==> config.mk <==
export PLATFORM = sky130hd
export DESIGN_NAME = pdwam_monitor
export DESIGN_NICKNAME = d
export VERILOG_FILES = /design/src/rtl/pdwam_pkg.sv /design/src/rtl/pdwam_monitor.sv
export SDC_FILE = /design/constraint.sdc
export NUM_CORES = 1
export LEC_CHECK = 0
export BUFFER_PORTS_ARGS = -buffer_cell sky130_fd_sc_hd__buf_2
export CORE_ASPECT_RATIO = 1.5
export CORE_UTILIZATION = 65
export CTS_BUF_LIST = sky130_fd_sc_hd__clkbuf_4
export DETAILED_ROUTE_END_ITERATION = 6
export HOLD_SLACK_MARGIN = 0.06
export PLACE_DENSITY_LB_ADDON = 0.15
export SLEW_MARGIN = 10
export SYNTH_ARGS = -nofsm -noshare
export SYNTH_HDL_FRONTEND = slang
export SYNTH_SLANG_ARGS = --single-unit
export TNS_END_PERCENT = 30
==> constraint.sdc <==
create_clock -name CLK -period 6.1 [get_ports CLK]
set_input_delay 0.915 -clock CLK [delete_from_list [all_inputs] [get_ports CLK]]
set_output_delay 0.915 -clock CLK [all_outputs]
set_load 0.03 [all_outputs]
==> src/rtl/pdwam_pkg.sv <==
/*
  Shared constants and types of the power-down and wake-up activity monitor:
  port addresses, bit positions, reset values and timing counts.
  Assumes a 100 MHz core clock and 12-bit host I/O addresses.
*/
package pdwam_pkg;

  localparam logic [11:0] PORT_BASE      = 12'h220;
  localparam logic [11:0] PORT_BLOCK_MSK = 12'hFF0;
  localparam logic [11:0] PORT_PAIR_MSK  = 12'hFFE;
  localparam logic [11:0] PORT_STATUS    = 12'h226;
  localparam logic [11:0] PORT_PWR_MGMT  = 12'h227;
  localparam logic [11:0] PORT_CODEC     = 12'h222;
  localparam logic [11:0] PORT_SYNTH     = 12'h228;
  localparam logic [11:0] PORT_DSP_READ  = 12'h22A;
  localparam logic [11:0] PORT_DSP_CMD   = 12'h22C;
  localparam logic [11:0] PORT_DSP_ACK   = 12'h22E;
  localparam logic [11:0] PORT_LEGACY_FM = 12'h388;
  localparam logic [11:0] PORT_MUSIC_DEF = 12'h330;

  // status port bit positions
  localparam int ST_SW_RESET   = 0;
  localparam int ST_FIFO_RESET = 1;
  localparam int ST_MIDI_MODE  = 2;
  localparam int ST_POWERED_UP = 3;
  localparam int ST_SERIAL_ACT = 4;
  localparam int ST_ACT_LSB    = 5;

  // power management port bit positions
  localparam int PM_GENERAL_OUTPUT_ZERO       = 0;
  localparam int PM_GENERAL_OUTPUT_ONE       = 1;
  localparam int PM_PD_REQUEST = 2;
  localparam int PM_ANALOG_ON  = 3;
  localparam int PM_SYNTH_RST  = 5;
  localparam int PM_SUSPEND    = 7;

  localparam logic [7:0] PM_WRITE_MSK = 8'hAF;
  localparam logic [7:0] PM_RESET     = 8'h02;
  localparam logic [1:0] ST_RESET     = 2'h0;
  localparam logic [2:0] ACT_RESET    = 3'h7;

  localparam int CLK_HZ          = 100_000_000;
  localparam int ANALOG_HOLD_MS  = 48;
  localparam int ANALOG_HOLD_CYC = ANALOG_HOLD_MS * (CLK_HZ / 1000);
  localparam int IDLE_UNIT_S     = 8;
  localparam int IDLE_UNIT_CYC   = IDLE_UNIT_S * CLK_HZ;

  typedef enum logic [1:0] {PWR_FULL, PWR_PARTIAL, PWR_OFF} pdwam_pwr_t;

endpackage

==> src/rtl/pdwam_monitor.sv <==
/*
  Power-down, wake-up and activity monitor: power state machine, status port,
  power management port, activity flags, analog output hold-off and the
  freezing of request outputs while powered down.
  Assumes host strobes, address and data arrive asynchronously on pins and
  stay stable for several clocks; the core request lines and processor
  status inputs come from logic on CLK.
*/
// Notes on behaviour
// - partial down: analog and oscillator on, synth muted
// - full down stops oscillator and analog power
// - analog outputs held off 48 ms after full down
// - volume up, volume down or mute button wakes the device
// - access to own ports except 226H/227H wakes
// - DMA cycles wake the device
// - hardware or software reset returns full power
// - status bits 0,1 are reset controls, read back
// - status bit 2 shows MIDI serial monitoring
// - status bit 3 low while digital powered down
// - status bit 4 shows serial or external synth
// - status read sets all three activity flags
// - flag 0 cleared by DMA, codec ports, status writes, 22AH reads and 22CH writes
// - flag 1 cleared by reads of 22CH, 22EH
// - flag 2 cleared by synth and music ports
// - request outputs frozen while powered down
// - keeper replaces pulldown on inputs while down
// - general outputs keep programmed levels when down
// - self-timed idle period triggers power-down
// - rising power-down request bit requests power-down
module pdwam_monitor
  import pdwam_pkg::*;
#(
  parameter int          HOLD_CYCLES = pdwam_pkg::ANALOG_HOLD_CYC,
  parameter int          UNIT_CYCLES = pdwam_pkg::IDLE_UNIT_CYC,
  parameter logic [11:0] MUSIC_BASE  = pdwam_pkg::PORT_MUSIC_DEF
) (
  input  wire logic        CLK,
  input  wire logic        NRST,
  input  wire logic [11:0] IO_ADDR,
  input  wire logic        IO_READ_N,
  input  wire logic        IO_WRITE_N,
  input  wire logic [7:0]  IO_DATA_IN,
  output logic      [7:0]  IO_DATA_OUT,
  output logic             IO_DATA_OE,
  input  wire logic        DMA_ACK_N,
  input  wire logic        VOLUME_UP_BUTTON_N,
  input  wire logic        VOLUME_DOWN_BUTTON_N,
  input  wire logic        MUTE_BUTTON_N,
  input  wire logic        SERIAL_DSP_ENABLE_IN,
  input  wire logic        MIXER_SERIAL_EN,
  input  wire logic        EXT_SYNTH_ACTIVE,
  input  wire logic        MIDI_CMD_ACTIVE,
  input  wire logic        CMD_IDLE,
  input  wire logic [7:0]  IDLE_UNITS,
  input  wire logic        CORE_DMA_REQ,
  input  wire logic        CORE_IRQ,
  output logic             DMA_REQUEST_OUT,
  output logic             INTERRUPT_REQUEST_OUT,
  output logic             GENERAL_OUTPUT_ZERO,
  output logic             GENERAL_OUTPUT_ONE,
  output logic             SOFT_RESET_OUT,
  output logic             FIFO_RESET_OUT,
  output logic             SYNTH_RESET_OUT,
  output logic             SUSPEND_REQ_OUT,
  output logic             OSCILLATOR_RUN,
  output logic             ANALOG_POWER_ON,
  output logic             DIGITAL_POWER_ON,
  output logic             SYNTH_DAC_MUTE,
  output logic             ANALOG_LINE_OUT_EN,
  output logic             PIN_KEEPER_EN,
  output logic             PIN_PULLDOWN_EN,
  output pdwam_pkg::pdwam_pwr_t POWER_STATE
);
  import pdwam_pkg::*;

  // pin synchronisers; stage one feeds stage two only
  logic [11:0] addr_m_q, addr_q;
  logic [7:0]  data_m_q, data_q;
  logic [5:0]  pin_m_q,  pin_q;
  logic [1:0]  strb_q;
  logic        dack_q;
  logic [5:0]  pin_raw;

  assign pin_raw = {SERIAL_DSP_ENABLE_IN, MUTE_BUTTON_N, VOLUME_DOWN_BUTTON_N,
                    VOLUME_UP_BUTTON_N, IO_WRITE_N, IO_READ_N};

  always_ff @(posedge CLK or negedge NRST) begin
    if (!NRST) begin
      addr_m_q <= 12'h000;
      addr_q   <= 12'h000;
      data_m_q <= 8'h00;
      data_q   <= 8'h00;
      pin_m_q  <= 6'h3F;
      pin_q    <= 6'h3F;
    end else begin
      addr_m_q <= IO_ADDR;
      addr_q   <= addr_m_q;
      data_m_q <= IO_DATA_IN;
      data_q   <= data_m_q;
      pin_m_q  <= {pin_raw[5:2], pin_raw[1:0]};
      pin_q    <= pin_m_q;
    end
  end

  logic dack_m_q, dack_s_q;

  always_ff @(posedge CLK or negedge NRST) begin
    if (!NRST) begin
      dack_m_q <= 1'b1;
      dack_s_q <= 1'b1;
      dack_q   <= 1'b1;
      strb_q   <= 2'h3;
    end else begin
      dack_m_q <= DMA_ACK_N;
      dack_s_q <= dack_m_q;
      dack_q   <= dack_s_q;
      strb_q   <= pin_q[1:0];
    end
  end

  // bus event decode on the leading edge of each strobe
  logic rd_evt, wr_evt, acc_evt, dma_evt, vol_low, se_pin;
  logic in_block, in_fm, in_music, in_dev, is_status, is_pm;

  assign rd_evt    = strb_q[0] & ~pin_q[0];
  assign wr_evt    = strb_q[1] & ~pin_q[1];
  assign acc_evt   = rd_evt | wr_evt;
  assign dma_evt   = dack_q & ~dack_s_q;
  assign vol_low   = ~&pin_q[4:2];
  assign se_pin    = pin_q[5];
  assign in_block  = (addr_q & PORT_BLOCK_MSK) == PORT_BASE;
  assign in_fm     = (addr_q & PORT_PAIR_MSK) == PORT_LEGACY_FM;
  assign in_music  = (addr_q & PORT_PAIR_MSK) == MUSIC_BASE;
  assign in_dev    = in_block | in_fm | in_music;
  assign is_status = addr_q == PORT_STATUS;
  assign is_pm     = addr_q == PORT_PWR_MGMT;

  // status port controls and power management port
  logic [1:0] st_q;
  logic [7:0] pm_q;

  always_ff @(posedge CLK or negedge NRST) begin
    if (!NRST) begin
      st_q <= ST_RESET;
      pm_q <= PM_RESET;
    end else begin
      if (wr_evt && is_status) begin
        st_q <= data_q[ST_FIFO_RESET:ST_SW_RESET];
      end
      if (wr_evt && is_pm) begin
        pm_q <= data_q & PM_WRITE_MSK;
      end
    end
  end

  logic pd_prev_q, sw_prev_q;
  logic pd_rise, sw_rise;

  always_ff @(posedge CLK or negedge NRST) begin
    if (!NRST) begin
      pd_prev_q <= 1'b0;
      sw_prev_q <= 1'b0;
    end else begin
      pd_prev_q <= pm_q[PM_PD_REQUEST];
      sw_prev_q <= st_q[ST_SW_RESET];
    end
  end

  assign pd_rise = pm_q[PM_PD_REQUEST] & ~pd_prev_q;
  assign sw_rise = st_q[ST_SW_RESET] & ~sw_prev_q;

  // self-timed power-down: idle time counts only between commands
  pdwam_pwr_t  pwr_q, pwr_d;
  logic [29:0] unit_q;
  logic [7:0]  units_q;
  logic        idle_expire;

  assign idle_expire = (IDLE_UNITS != 8'h00) && (units_q == IDLE_UNITS);

  always_ff @(posedge CLK or negedge NRST) begin
    if (!NRST) begin
      unit_q  <= 30'h0;
      units_q <= 8'h00;
    end else if (pwr_q != PWR_FULL || acc_evt || dma_evt || !CMD_IDLE || idle_expire) begin
      unit_q  <= 30'h0;
      units_q <= 8'h00;
    end else if (unit_q == 30'(UNIT_CYCLES - 1)) begin
      unit_q  <= 30'h0;
      units_q <= units_q + 8'h01;
    end else begin
      unit_q  <= unit_q + 30'h1;
    end
  end

  // power state machine; wake-up wins over a request in the same cycle
  logic       wake, dev_wake, aso;

  assign aso      = pm_q[PM_ANALOG_ON];
  assign dev_wake = acc_evt & in_dev & ~is_status & ~is_pm;
  assign wake     = dev_wake | dma_evt | vol_low | sw_rise;

  always_comb begin
    pwr_d = pwr_q;
    unique case (pwr_q)
      PWR_FULL: begin
        if (!wake && (pd_rise || idle_expire)) begin
          pwr_d = aso ? PWR_PARTIAL : PWR_OFF;
        end
      end
      PWR_PARTIAL: begin
        if (wake) begin
          pwr_d = PWR_FULL;
        end else if (!aso) begin
          pwr_d = PWR_OFF;
        end
      end
      PWR_OFF: begin
        if (wake) begin
          pwr_d = PWR_FULL;
        end else if (aso) begin
          pwr_d = PWR_PARTIAL;
        end
      end
    endcase
  end

  always_ff @(posedge CLK or negedge NRST) begin
    if (!NRST) begin
      pwr_q            <= PWR_FULL;
      POWER_STATE      <= PWR_FULL;
      OSCILLATOR_RUN   <= 1'b1;
      ANALOG_POWER_ON  <= 1'b1;
      DIGITAL_POWER_ON <= 1'b1;
      SYNTH_DAC_MUTE   <= 1'b0;
      PIN_KEEPER_EN    <= 1'b0;
      PIN_PULLDOWN_EN  <= 1'b1;
    end else begin
      pwr_q            <= pwr_d;
      POWER_STATE      <= pwr_d;
      OSCILLATOR_RUN   <= pwr_d != PWR_OFF;
      ANALOG_POWER_ON  <= pwr_d != PWR_OFF;
      DIGITAL_POWER_ON <= pwr_d == PWR_FULL;
      SYNTH_DAC_MUTE   <= pwr_d != PWR_FULL;
      PIN_KEEPER_EN    <= pwr_d != PWR_FULL;
      PIN_PULLDOWN_EN  <= pwr_d == PWR_FULL;
    end
  end

  // analog output hold-off; the count pauses in partial power and clears in full
  // power-down, so a partial power-down taken too early leaves the outputs disabled
  logic [22:0] hold_q;
  logic        aout_ok_q;

  always_ff @(posedge CLK or negedge NRST) begin
    if (!NRST) begin
      hold_q             <= 23'h0;
      aout_ok_q          <= 1'b0;
      ANALOG_LINE_OUT_EN <= 1'b0;
    end else begin
      if (pwr_d == PWR_OFF) begin
        hold_q    <= 23'h0;
        aout_ok_q <= 1'b0;
      end else if (pwr_d == PWR_FULL && !aout_ok_q) begin
        if (hold_q == 23'(HOLD_CYCLES - 1)) begin
          aout_ok_q <= 1'b1;
        end else begin
          hold_q <= hold_q + 23'h1;
        end
      end
      ANALOG_LINE_OUT_EN <= aout_ok_q && pwr_d != PWR_OFF;
    end
  end

  // activity flags; a status read sets them and wins over a clear
  logic [2:0] act_q, act_clr;

  assign act_clr[0] = dma_evt
                    | (acc_evt & ((addr_q & PORT_PAIR_MSK) == PORT_CODEC))
                    | (wr_evt & is_status)
                    | (rd_evt & (addr_q == PORT_DSP_READ))
                    | (wr_evt & (addr_q == PORT_DSP_CMD));
  assign act_clr[1] = rd_evt & ((addr_q == PORT_DSP_CMD) | (addr_q == PORT_DSP_ACK));
  assign act_clr[2] = acc_evt & (((addr_q & PORT_PAIR_MSK) == PORT_SYNTH)
                    | in_fm | in_music);

  always_ff @(posedge CLK or negedge NRST) begin
    if (!NRST) begin
      act_q <= ACT_RESET;
    end else if (rd_evt && is_status) begin
      act_q <= ACT_RESET;
    end else begin
      act_q <= act_q & ~act_clr;
    end
  end

  // host read data, driven while the read strobe stays low
  logic [7:0] status_byte;

  assign status_byte = {act_q,
                        se_pin | MIXER_SERIAL_EN | EXT_SYNTH_ACTIVE,
                        pwr_q == PWR_FULL,
                        MIDI_CMD_ACTIVE,
                        st_q};

  always_ff @(posedge CLK or negedge NRST) begin
    if (!NRST) begin
      IO_DATA_OUT <= 8'h00;
      IO_DATA_OE  <= 1'b0;
    end else if (rd_evt && (is_status || is_pm)) begin
      IO_DATA_OUT <= is_status ? status_byte : pm_q;
      IO_DATA_OE  <= 1'b1;
    end else if (pin_q[0]) begin
      IO_DATA_OE  <= 1'b0;
    end
  end

  // request outputs hold their level while the digital section sleeps
  always_ff @(posedge CLK or negedge NRST) begin
    if (!NRST) begin
      DMA_REQUEST_OUT       <= 1'b0;
      INTERRUPT_REQUEST_OUT <= 1'b0;
    end else if (pwr_q == PWR_FULL && pwr_d == PWR_FULL) begin
      DMA_REQUEST_OUT       <= CORE_DMA_REQ;
      INTERRUPT_REQUEST_OUT <= CORE_IRQ;
    end
  end

  // programmed levels pass through unchanged in every power state
  always_ff @(posedge CLK or negedge NRST) begin
    if (!NRST) begin
      GENERAL_OUTPUT_ZERO <= PM_RESET[PM_GENERAL_OUTPUT_ZERO];
      GENERAL_OUTPUT_ONE  <= PM_RESET[PM_GENERAL_OUTPUT_ONE];
      SOFT_RESET_OUT      <= 1'b0;
      FIFO_RESET_OUT      <= 1'b0;
      SYNTH_RESET_OUT     <= 1'b0;
      SUSPEND_REQ_OUT     <= 1'b0;
    end else begin
      GENERAL_OUTPUT_ZERO <= pm_q[PM_GENERAL_OUTPUT_ZERO];
      GENERAL_OUTPUT_ONE  <= pm_q[PM_GENERAL_OUTPUT_ONE];
      SOFT_RESET_OUT      <= st_q[ST_SW_RESET];
      FIFO_RESET_OUT      <= st_q[ST_FIFO_RESET];
      SYNTH_RESET_OUT     <= pm_q[PM_SYNTH_RST];
      SUSPEND_REQ_OUT     <= pm_q[PM_SUSPEND];
    end
  end

  pd_partial_a: assert property (@(posedge CLK) disable iff (!NRST)
    pwr_q == PWR_FULL && pd_rise && aso && !wake |=> pwr_q == PWR_PARTIAL && SYNTH_DAC_MUTE)
    else $error("power-down request with analog on did not reach partial");
  osc_stop_a: assert property (@(posedge CLK) disable iff (!NRST)
    pwr_q == PWR_OFF |-> !OSCILLATOR_RUN && !ANALOG_POWER_ON)
    else $error("oscillator or analog running in full power-down");
  aout_hold_a: assert property (@(posedge CLK) disable iff (!NRST)
    $past(pwr_q) == PWR_OFF && pwr_q == PWR_FULL |-> !ANALOG_LINE_OUT_EN [*8])
    else $error("analog outputs enabled too soon after full power-down");
  vol_wake_a: assert property (@(posedge CLK) disable iff (!NRST)
    pwr_q != PWR_FULL && vol_low |=> pwr_q == PWR_FULL ##1 DIGITAL_POWER_ON)
    else $error("volume button did not wake the device");
  io_wake_a: assert property (@(posedge CLK) disable iff (!NRST)
    pwr_q != PWR_FULL && dev_wake |=> pwr_q == PWR_FULL)
    else $error("port access did not wake the device");
  dma_wake_a: assert property (@(posedge CLK) disable iff (!NRST)
    pwr_q != PWR_FULL && dma_evt |=> pwr_q == PWR_FULL && !act_q[0])
    else $error("dma cycle did not wake or clear flag 0");
  flags_set_a: assert property (@(posedge CLK) disable iff (!NRST)
    rd_evt && is_status |=> act_q == 3'h7 ##1 IO_DATA_OE)
    else $error("status read did not set activity flags");
  flag1_clr_a: assert property (@(posedge CLK) disable iff (!NRST)
    rd_evt && addr_q == PORT_DSP_ACK |=> !act_q[1])
    else $error("read of acknowledge port left flag 1 set");
  irq_frozen_a: assert property (@(posedge CLK) disable iff (!NRST)
    pwr_q != PWR_FULL && $past(pwr_q) != PWR_FULL |=> $stable(INTERRUPT_REQUEST_OUT))
    else $error("interrupt request changed while powered down");

endmodule

== Word-level counts from Yosys, hierarchy flattened ==
Index checks and enable logic that the tools add are counted.

* Word-level logic and storage cells: 144
* Bits of input ports: 43
* Bits in registers: 154

* Reduce and logical (&&, ||, !) cells: 31
* Muxes and demuxes: 21
* Bitwise operators: 38
* Equal/unequal tests: 18
* $add $sub $neg: 3

{| class="wikitable"
|+ Operators with widths
! cell !! count
|-
| $mux W23 || 3
|-
| $eq A12 B10 Y1 const B || 5
|-
| $mux W30 || 2
|-
| $eq A11 B9 Y1 const B || 4
|-
| $add A30 B1 Y30 const B || 1
|-
| $eq A30 B30 Y1 const B || 1
|-
| $mux W8 || 3
|-
| $add A23 B1 Y23 const B || 1
|-
| $eq A23 B23 Y1 const B || 1
|-
| $or A1 B1 Y1 || 15
|-
| $and A1 B1 Y1 || 14
|-
| $mux W2 || 6
|-
| $reduce_bool A2 Y1 || 6
|-
| $logic_and A1 B1 Y1 || 9
|-
| $add A8 B1 Y8 const B || 1
|-
| $eq A8 B6 Y1 const B || 1
|-
| $eq A8 B8 Y1 || 1
|-
| $reduce_bool A8 Y1 || 1
|-
| $not A1 Y1 || 7
|-
| $logic_or A1 B1 Y1 || 6
|-
| $pmux W2 S3 || 1
|-
| $mux W1 || 5
|-
| $eq A2 B2 Y1 const B || 2
|-
| $logic_not A1 Y1 || 4
|-
| other kinds (8) || 11
|}

== Logic depth before layout (Yosys ltp) ==
Gate-level depths: netlist of the first run.

* Depth after elaboration: 17
* Mapped depth: 13
* Mapped depth without buffers: 12

== Worst setup path after synthesis of the first run ==
No wires, ideal clock.

* Path kind: input to register
* Start: in IDLE_UNITS[5]
* End: reg hold_q[18]
* Path buffers: 0
* Setup time: 0.077 ns
* Data arrival time: 2.911 ns
* Path slack: 3.112 ns
* Cell stages on the path: 8
* Required time: 6.023 ns
* Cell sequence: xor2_1 > a2111oi_0 > o211ai_1 > and2_1 > o41ai_2 > nor3_2 > or4_1 > a21oi_1

* Longest elaborated chain between the ends: 10

{| class="wikitable"
|+ RTL lines
! element !! line !! RTL
|-
| start, declared || pdwam_monitor.sv:54 || <nowiki>input wire logic [7:0] IDLE_UNITS,</nowiki>
|-
| $eq A8 B8 Y1 / $reduce_bool A8 Y1 (equally long branches) || pdwam_monitor.sv:178 || <nowiki>assign idle_expire = (IDLE_UNITS != 8'h00) && (units_q == IDLE_UNITS);</nowiki>
|-
| $logic_and A1 B1 Y1 * || pdwam_monitor.sv:178 ||
|-
| $logic_or A1 B1 Y1 * || pdwam_monitor.sv:206 || <nowiki>if (!wake && (pd_rise || idle_expire)) begin</nowiki>
|-
| $logic_and A1 B1 Y1 * || pdwam_monitor.sv:206 ||
|-
| $mux W2 * || pdwam_monitor.sv:206 ||
|-
| $pmux W2 S3 * || pdwam_monitor.sv:204 || <nowiki>unique case (pwr_q)</nowiki>
|-
| $logic_not A2 Y1 || pdwam_monitor.sv:263 || <nowiki>end else if (pwr_d == PWR_FULL && !aout_ok_q) begin</nowiki>
|-
| $logic_and A1 B1 Y1 || pdwam_monitor.sv:263 ||
|-
| $reduce_bool A2 Y1 (no line) || -- ||
|-
| $reduce_and A2 Y1 (no line) || -- ||
|-
| end signal, assigned || pdwam_monitor.sv:267 || <nowiki>hold_q <= hold_q + 23'h1;</nowiki>
|-
| end, declared || pdwam_monitor.sv:251 || <nowiki>logic [22:0] hold_q;</nowiki>
|}

Every way passes the cells marked *; elsewhere a longest branch is shown, timed or not.
A chain may end at the register's enable or synchronous reset.

== Worst setup path after layout of the first run ==
* Start: reg addr_q[6]
* End: reg hold_q[22]

* Longest elaborated chain between the ends: 17

{| class="wikitable"
|+ RTL lines
! element !! line !! RTL
|-
| start, declared || pdwam_monitor.sv:77 || <nowiki>logic [11:0] addr_m_q, addr_q;</nowiki>
|-
| start signal, assigned || pdwam_monitor.sv:97 || <nowiki>addr_q <= addr_m_q;</nowiki>
|-
| $eq A11 B9 Y1 / $eq A8 B6 Y1 (equally long branches) || pdwam_monitor.sv:132, pdwam_monitor.sv:131 ||
|-
| $or A1 B1 Y1 (2 in a row) || pdwam_monitor.sv:134 || <nowiki>assign in_dev = in_block | in_fm | in_music;</nowiki>
|-
| $and A1 B1 Y1 (2 in a row) || pdwam_monitor.sv:199 || <nowiki>assign dev_wake = acc_evt & in_dev & ~is_status & ~is_pm;</nowiki>
|-
| $and A1 B1 Y1 * || pdwam_monitor.sv:199 ||
|-
| $or A1 B1 Y1 * (3 in a row) || pdwam_monitor.sv:200 || <nowiki>assign wake = dev_wake | dma_evt | vol_low | sw_rise;</nowiki>
|-
| $logic_not A1 Y1 || pdwam_monitor.sv:206 ||
|-
| $logic_and A1 B1 Y1 || pdwam_monitor.sv:206 ||
|-
| $mux W2 || pdwam_monitor.sv:206 ||
|-
| $pmux W2 S3 * || pdwam_monitor.sv:204 ||
|-
| $logic_not A2 Y1 || pdwam_monitor.sv:263 ||
|-
| $logic_and A1 B1 Y1 || pdwam_monitor.sv:263 ||
|-
| $reduce_bool A2 Y1 (no line) || -- ||
|-
| $reduce_and A2 Y1 (no line) || -- ||
|}

Marked as above.

==> results.sh, run 1 <==
export IMPL_cts_htree_levels=4
export IMPL_antenna_found_initial=1
export IMPL_yosysTopAreaCell="dfrtp_1"
export IMPL_dr_pass1_iters=5
export IMPL_rsz0062_at_grt="false"
export IMPL_final_hold_viol_count=0
export IMPL_min_period_over_period_pct=56.10
export IMPL_maxSlewHeadroom_pct=44.62
export IMPL_nNetsFinal=683
export IMPL_clk_path_buf_depth=2
export IMPL_synthCells=562
export IMPL_syn_area_per_cell_um2=11.24
export IMPL_area_growth_pct=11.94
export IMPL_syn_nets=611
export IMPL_yosys_area_share_simple_pct=19.41
export IMPL_start_util_pct=67.48
export IMPL_die_h_um=122.7
export IMPL_synthMuxAreaShare_pct=3.209
export IMPL_synth_xor_area_share_pct=5.130
export IMPL_drcViolationCount=0
export IMPL_first_iter_violations=218
export IMPL_r2r_setup_slack_ns=2.68
export IMPL_required_ns=6.58
export IMPL_synth_compound_area_share_pct=8.873
export IMPL_track_usage_pct=26.15
export IMPL_synth_edf_count=0
export IMPL_fp_coreArea_um2=9361
export IMPL_ys_top_cells_by_area="dfrtp_1 50%, dfstp_2 10%, xor2_1 3.9%, nor2_1 3.4%, nand2_1 2.5%"
export IMPL_yosysSeqAreaShare_pct=59.89
export IMPL_setup_tns_ns=0
export IMPL_period_needed_ns=3.422
export IMPL_overflow=0
export IMPL_worstSetupEndpointType="flip-flop"
export IMPL_io_pins=69
export IMPL_routed_wl_um=11810
export IMPL_port_buffer_count=66
export IMPL_place_area_um2=6728
export IMPL_grt_max_degree=94
export IMPL_die_area_um2=10130
export IMPL_synth_top_area_share_pct=49.91
export IMPL_routed_via_density=5.866
export IMPL_critPathMaxFanout=16
export IMPL_cp_endpoint="hold_q[22]"
export IMPL_yosysUniqueCellTypes=59
export IMPL_cts_resized=0
export IMPL_r2r_start="addr_q[6]"
export IMPL_irDropWorstVdd_mv=0.2298
export IMPL_finClkSkew_ns=0.01928
export IMPL_clk_latency_ns=0.55
export IMPL_grt_pass1_wl_um=19580
export IMPL_cap_violations=0
export IMPL_gp_congestion=0.8699
export IMPL_tritoncts="yes"
export IMPL_postCtsSetupRepairBufs=0
export IMPL_status="finished clean"
export IMPL_power_density_nw_per_um2=253.0
export IMPL_reg2reg_depth=8
export IMPL_wire_per_inst_um=15.54
export IMPL_holdBufCountCts=0
export IMPL_layout_setup_ws_ns=2.678
export IMPL_ant_nets=0
export IMPL_stdcell_area_um2=7072
export IMPL_hold_path_class="reg -> reg"
export IMPL_setup_violations_final=0
export IMPL_startpoint="addr_q[6]"
export IMPL_cts_sinks=150
export IMPL_max_freq_mhz=292.2
export IMPL_row_count=43
export IMPL_worstMarginPinSlew_ns=0.8231
export IMPL_ys_flop_type="dfrtp_1"
export IMPL_p_leak_nw=3.114
export IMPL_crit_arrival_ns=3.90
export IMPL_reg2reg_to="hold_q[22]"
export IMPL_final_layout_size_suffix_gt1_share_pct=23.49
export IMPL_dp_slack_ns=2.505
export IMPL_syn_area_um2=6317
export IMPL_startpoint_type="flip-flop"
export IMPL_yosys_register_bits=150
export IMPL_numCtsBuffers=17
export IMPL_async_flop_share_pct=100.0
export IMPL_cts_root_buf="clkbuf_4"
export IMPL_via_count=4458
export IMPL_synthAdderAreaFrac_pct=1.188
export IMPL_slew_violations=0
export IMPL_clk_pin_slew_ns=0.12
export IMPL_grt_pass1_vias=4465
export IMPL_synth_top_family_by_area="simple AND/OR/NAND/NOR gates"
export IMPL_dpl_hpwl_um=8184
export IMPL_yosysWarnings=0
export IMPL_fp_dieW_um=82.50
export IMPL_crit_type="reg -> reg"
==> cells in the mapped netlist, types with 3 or more instances <==
cell      count
clkbuf_1      6
ha_1          6
a22o_1        4
nand4_1      16
dfstp_2      24
nand2_1      42
xor2_1       28
dfrtp_1     126
mux2_2       10
and2_1        5
buf_4         3
and3_1       12
a21o_1        3
inv_1        16
or4_1         5
a21oi_1      30
xnor2_1       9
inv_2         3
nor3_1        7
mux2i_1       9
nor4_1        5
nand3_1      28
or3_1        15
o31ai_1       7
nor4b_1       5
or2_2         3
nand2b_1      5
nor2_1       57
a31oi_1       3
nor2b_1       5
o21ai_0      30
nor2_4        3
==> cell type report <==
cell class,instances,area [um2]
Sequential cell,150,3784
Multi-Input combinational cell,379,2389
Fill cell,674,2290
Timing Repair Buffer,67,344.1
Clock inverter,14,206.4
Tap cell,112,140.1
Clock buffer,18,135.1
Inverter,19,71.32
Antenna cell,1,2.502
==> critical path, stage by stage, from the launching register on <==
cell,delay [ns]
dfrtp_1,0.39
or3b_4,0.43
or4_4,0.52
a2111oi_4,0.35
or2b_4,0.21
mux2i_1,0.26
nand3_1,0.42
or4_1,0.62
a21oi_1,0.16
==> registers in the layout (all words and copies together) (netlist names), 2 cells and up <==
signal and flops:
IO_DATA_OUT 8, act_q 3, addr_m_q 12, addr_q 12, data_m_q 6, data_q 6
hold_q 23, pin_m_q 6, pin_q 6, pm_q 6, pwr_q 2, st_q 2
strb_q 2, unit_q 30, units_q 8
==> layer usage <==
| metal | up-vias | global-route usage (%) | part of all wire, % |
|---|---|---|---|
| li1 | 2122 | - | - |
| met1 | 2186 | 28.98 | 39 |
| met2 | 125 | 44.94 | 54 |
| met3 | 25 | 7.138 | 4.6 |
| met4 | 0 | 13.58 | 2.4 |
| met5 | - | 0 | 0 |
==> cells by family (layout without fill, tap and decap cells) <==
group | count (synthesis) | in the layout
AO/OA/AOI/OAI | 90 | 90
XOR/XNOR | 37 | 37
adder cells (fa/ha/maj) | 6 | 6
buffers and inverters | 33 | 118
flip-flops | 150 | 150
multiplexers | 19 | 19
other | 0 | 1
AND/OR/NAND/NOR | 227 | 227
==> how the worst min path moves through the flow <==
stage / slack, ns / start / end / cells past startpoint
2_1_floorplan: 0.33 / addr_m_q[0] / addr_q[0] / 0
3_3_place_gp: 0.33 / data_m_q[5] / data_q[5] / 0
3_5_place_dp: 0.33 / addr_m_q[10] / addr_q[10] / 0
4_1_cts: 0.35 / addr_m_q[7] / addr_q[7] / 0
5_1_grt: 0.36 / addr_m_q[5] / addr_q[5] / 0
6_report: 0.35 / addr_m_q[7] / addr_q[7] / 0
==> through the flow <==
stage / total power [W] / hold WS (ns) / util (%) / instances
floorplan: 0.001055 / 0.3312 / - / 562
global route: 0.001850 / 0.3583 / 75.54 / 760
detailed placement: 0.001095 / 0.3347 / 71.87 / 727
CTS: 0.001803 / 0.3505 / 75.51 / 759
global placement: 0.001091 / 0.3321 / 71.87 / 727
finish: 0.001789 / 0.3486 / 75.54 / 760
==> where the power goes <==
| group | internal, W | switching (W) |
|---|---|---|
| combinational | 0.0000166 | 0.0000316 |
| sequential | 0.00102 | 0.00000904 |
| clock | 0.000369 | 0.000345 |
| total | 0.00140 | 0.000386 |
==> cell usage in the layout (no fill, tap or decap), drive strengths merged, types with 2 or more instances in the layout <==
cell	Yosys	routed
a21o	3	3
bufinv	0	5
nand2b	5	5
nand4	16	16
xor2	28	28
or4	6	6
or3	15	15
o21ai	31	31
or2	3	3
clkbuf	6	18
nor3	8	8
o31ai	7	7
inv	19	21
nand3	28	28
and3	12	12
mux2	10	10
or3b	3	3
and2	6	6
mux2i	9	9
ha	6	6
clkinv	0	7
nor4b	5	5
a21oi	30	30
o22ai	2	2
a31oi	3	3
a22o	4	4
a2111oi	2	2
dfrtp	126	126
o41ai	2	2
nor4	7	7
nand2	42	42
dfstp	24	24
buf	8	67
nor2b	5	5
xnor2	9	9
o211ai	2	2
nor2	60	60
Power figures use the tool's default switching activity.
==> run 2, diff against run 1 <==
- CORE_UTILIZATION: 65 -> 61
- clock period: 6.1 -> 3.3 ns (I/O delays scaled with it)
==> run 2 against run 1 <==
  * Final cell count is 6.7% higher
  * Global-route usage hardly changed
  * Cell area is 6.2% higher
  * Fmax is 5.7% higher
  * Setup slack worse by 2.6 ns
  * Clock power is 71% higher
  * Via count is 5.9% higher
  * Register-to-register slack worse by 2.6 ns
  * Non-clock buffer count is 46 higher
  * First-iteration DRC count is 0.92% lower
  * Critical path type unchanged
  * Largest power group unchanged
==> results.sh, run 2 (same netlist as run 1, synthesis figures left out) <==
export IMPL_final_seq_area_um2=3784
export IMPL_place_area_um2=6887
export IMPL_largest_register="unit_q"
export IMPL_grt_max_degree=69
export IMPL_area_growth_pct=18.91
export IMPL_worstMarginPinSlew_ns=0.6192
export IMPL_clk_latency_ns=0.54
export IMPL_grt_pass1_wl_um=21600
export IMPL_final_hold_viol_count=0
export IMPL_cap_violations=0
export IMPL_dpl_hpwl_um=8826
export IMPL_cts_htree_levels=4
export IMPL_start_util_pct=62.68
export IMPL_instances_no_fill=811
export IMPL_dr_pass1_iters=5
export IMPL_required_ns=3.76
export IMPL_status="finished clean"
export IMPL_cts_root_buf="clkbuf_4"
export IMPL_final_cell_mix="126 x dfrtp_1, 65 x buf_2, 57 x nor2_1"
export IMPL_cp_top_family="simple AND/OR/NAND/NOR gates"
export IMPL_worstPathCellList="or3b_4 -> or4_4 -> a2111oi_4 -> or2b_4 -> mux2i_4 -> and2_4 -> inv_4 -> or4_1 -> a21oi_1"
export IMPL_ant_nets=0
export IMPL_antenna_found_initial=1
export IMPL_max_freq_mhz=309.0
export IMPL_crit_path_max_incr_delay_ns=0.52
export IMPL_cts_sinks=150
export IMPL_nNetsFinal=729
export IMPL_critPathSlowestCell="or4_1"
export IMPL_drcViolationCount=0
export IMPL_period_needed_ns=3.236
export IMPL_stdcell_area_um2=7512
export IMPL_final_layout_size_suffix_gt1_share_pct=25.83
export IMPL_overflow=0
export IMPL_crit_arrival_ns=3.70
export IMPL_top_regs="unit_q: 30 flops, hold_q: 23 flops"
export IMPL_grt_pass1_vias=4714
export IMPL_fp_dieW_um=85.09
export IMPL_clk_pin_slew_ns=0.12
export IMPL_largest_register_ff_count=30
export IMPL_routed_wl_um=12830
export IMPL_multi_input_area_um2=2419
export IMPL_fillers=711
export IMPL_io_pins=69
export IMPL_power_total_w=0.003239
export IMPL_power_density_nw_per_um2=431.2
export IMPL_numCtsBuffers=17
export IMPL_hold_path_class="in -> reg"
export IMPL_row_count=45
export IMPL_placed_cells=749
export IMPL_critPathMaxFanout=15
export IMPL_startpoint_type="flip-flop"
export IMPL_setup_violations_final=0
export IMPL_crit_type="reg -> reg"
export IMPL_finClkSkew_ns=0.01811
export IMPL_wire_per_inst_um=15.82
export IMPL_irDropWorstVdd_mv=0.2605
export IMPL_gp_congestion=0.8541
export IMPL_routed_via_density=5.819
export IMPL_clk_path_buf_depth=2
export IMPL_tritoncts="yes"
export IMPL_final_common_cell="dfrtp_1"
export IMPL_slew_violations=0
export IMPL_worstSetupEndpointType="flip-flop"
export IMPL_min_period_over_period_pct=98.07
export IMPL_track_usage_pct=26.16
export IMPL_fp_coreArea_um2=10080
export IMPL_p_leak_nw=3.311
export IMPL_via_count=4719
export IMPL_first_iter_violations=216
export IMPL_die_area_um2=10780
export IMPL_maxSlewHeadroom_pct=58.53
export IMPL_port_buffer_count=66
export IMPL_cp_num_buf_inv=1
export IMPL_die_h_um=126.6
run 2: layout make-up:
class / count / share of cell area (%)
inverters: 19 / 0.9827
clock buffers: 18 / 1.799
diodes: 1 / 0.03331
well taps: 117 / 1.949
clock inverters: 14 / 2.298
multi-input cells: 379 / 32.20
flip-flops and latches: 150 / 50.37
repair buffers: 113 / 10.38
run 2: worst paths after layout:
check                           start  depth (start not counted)  slack [ns]                     to
setup reg to reg            addr_q[6]                          9        0.06             hold_q[18]
min in group asynchronous        NRST                          2        0.49              addr_q[9]
hold reg to reg            pin_m_q[0]                          0        0.36               pin_q[0]
setup / recovery            addr_q[6]                          9        0.06             hold_q[18]
hold / removal               CORE_IRQ                          2        0.19  INTERRUPT_REQUEST_OUT
max in group asynchronous        NRST                          3        1.92               pin_q[1]
run 2: what timing repair did:
action	4_1_cts	5_1_grt
endpoints found under the setup margin	0	14
gates resized for setup	0	8
buffers inserted	0	3
hold buffers	26	0
endpoints found under the hold margin	77	0
run 2: metrics by stage:
stage / TNS, ns / hold slack [ns] / setup slack (ns) / utilization, %
3_3_place_gp: 0 / 0.3321 / 0.1325 / 68.33
3_5_place_dp: 0 / 0.3355 / 0.03865 / 68.33
5_1_grt: -0.01181 / 0.1360 / -0.006757 / 74.54
6_report: 0 / 0.1868 / 0.06374 / 74.54
2_1_floorplan: 0 / 0.1994 / 0.3226 / -
4_1_cts: 0 / 0.1414 / 0.03431 / 73.97
run 2: routing by layer:
metal	global-route usage, %	up-vias	wire length, um
met5	0	-	0
met4	13.06	0	356
met3	6.116	26	449
met2	45.40	113	6911
met1	30.16	2362	5109
li1	-	2218	-
run 2: where the power goes:
group / switching [W] / total (W) / leakage, nW / internal (W)
sequential: 0.0000173 / 0.00190 / 1.89 / 0.00188
clock: 0.000676 / 0.00122 / 0.166 / 0.000543
combinational: 0.0000652 / 0.000122 / 1.25 / 0.0000569
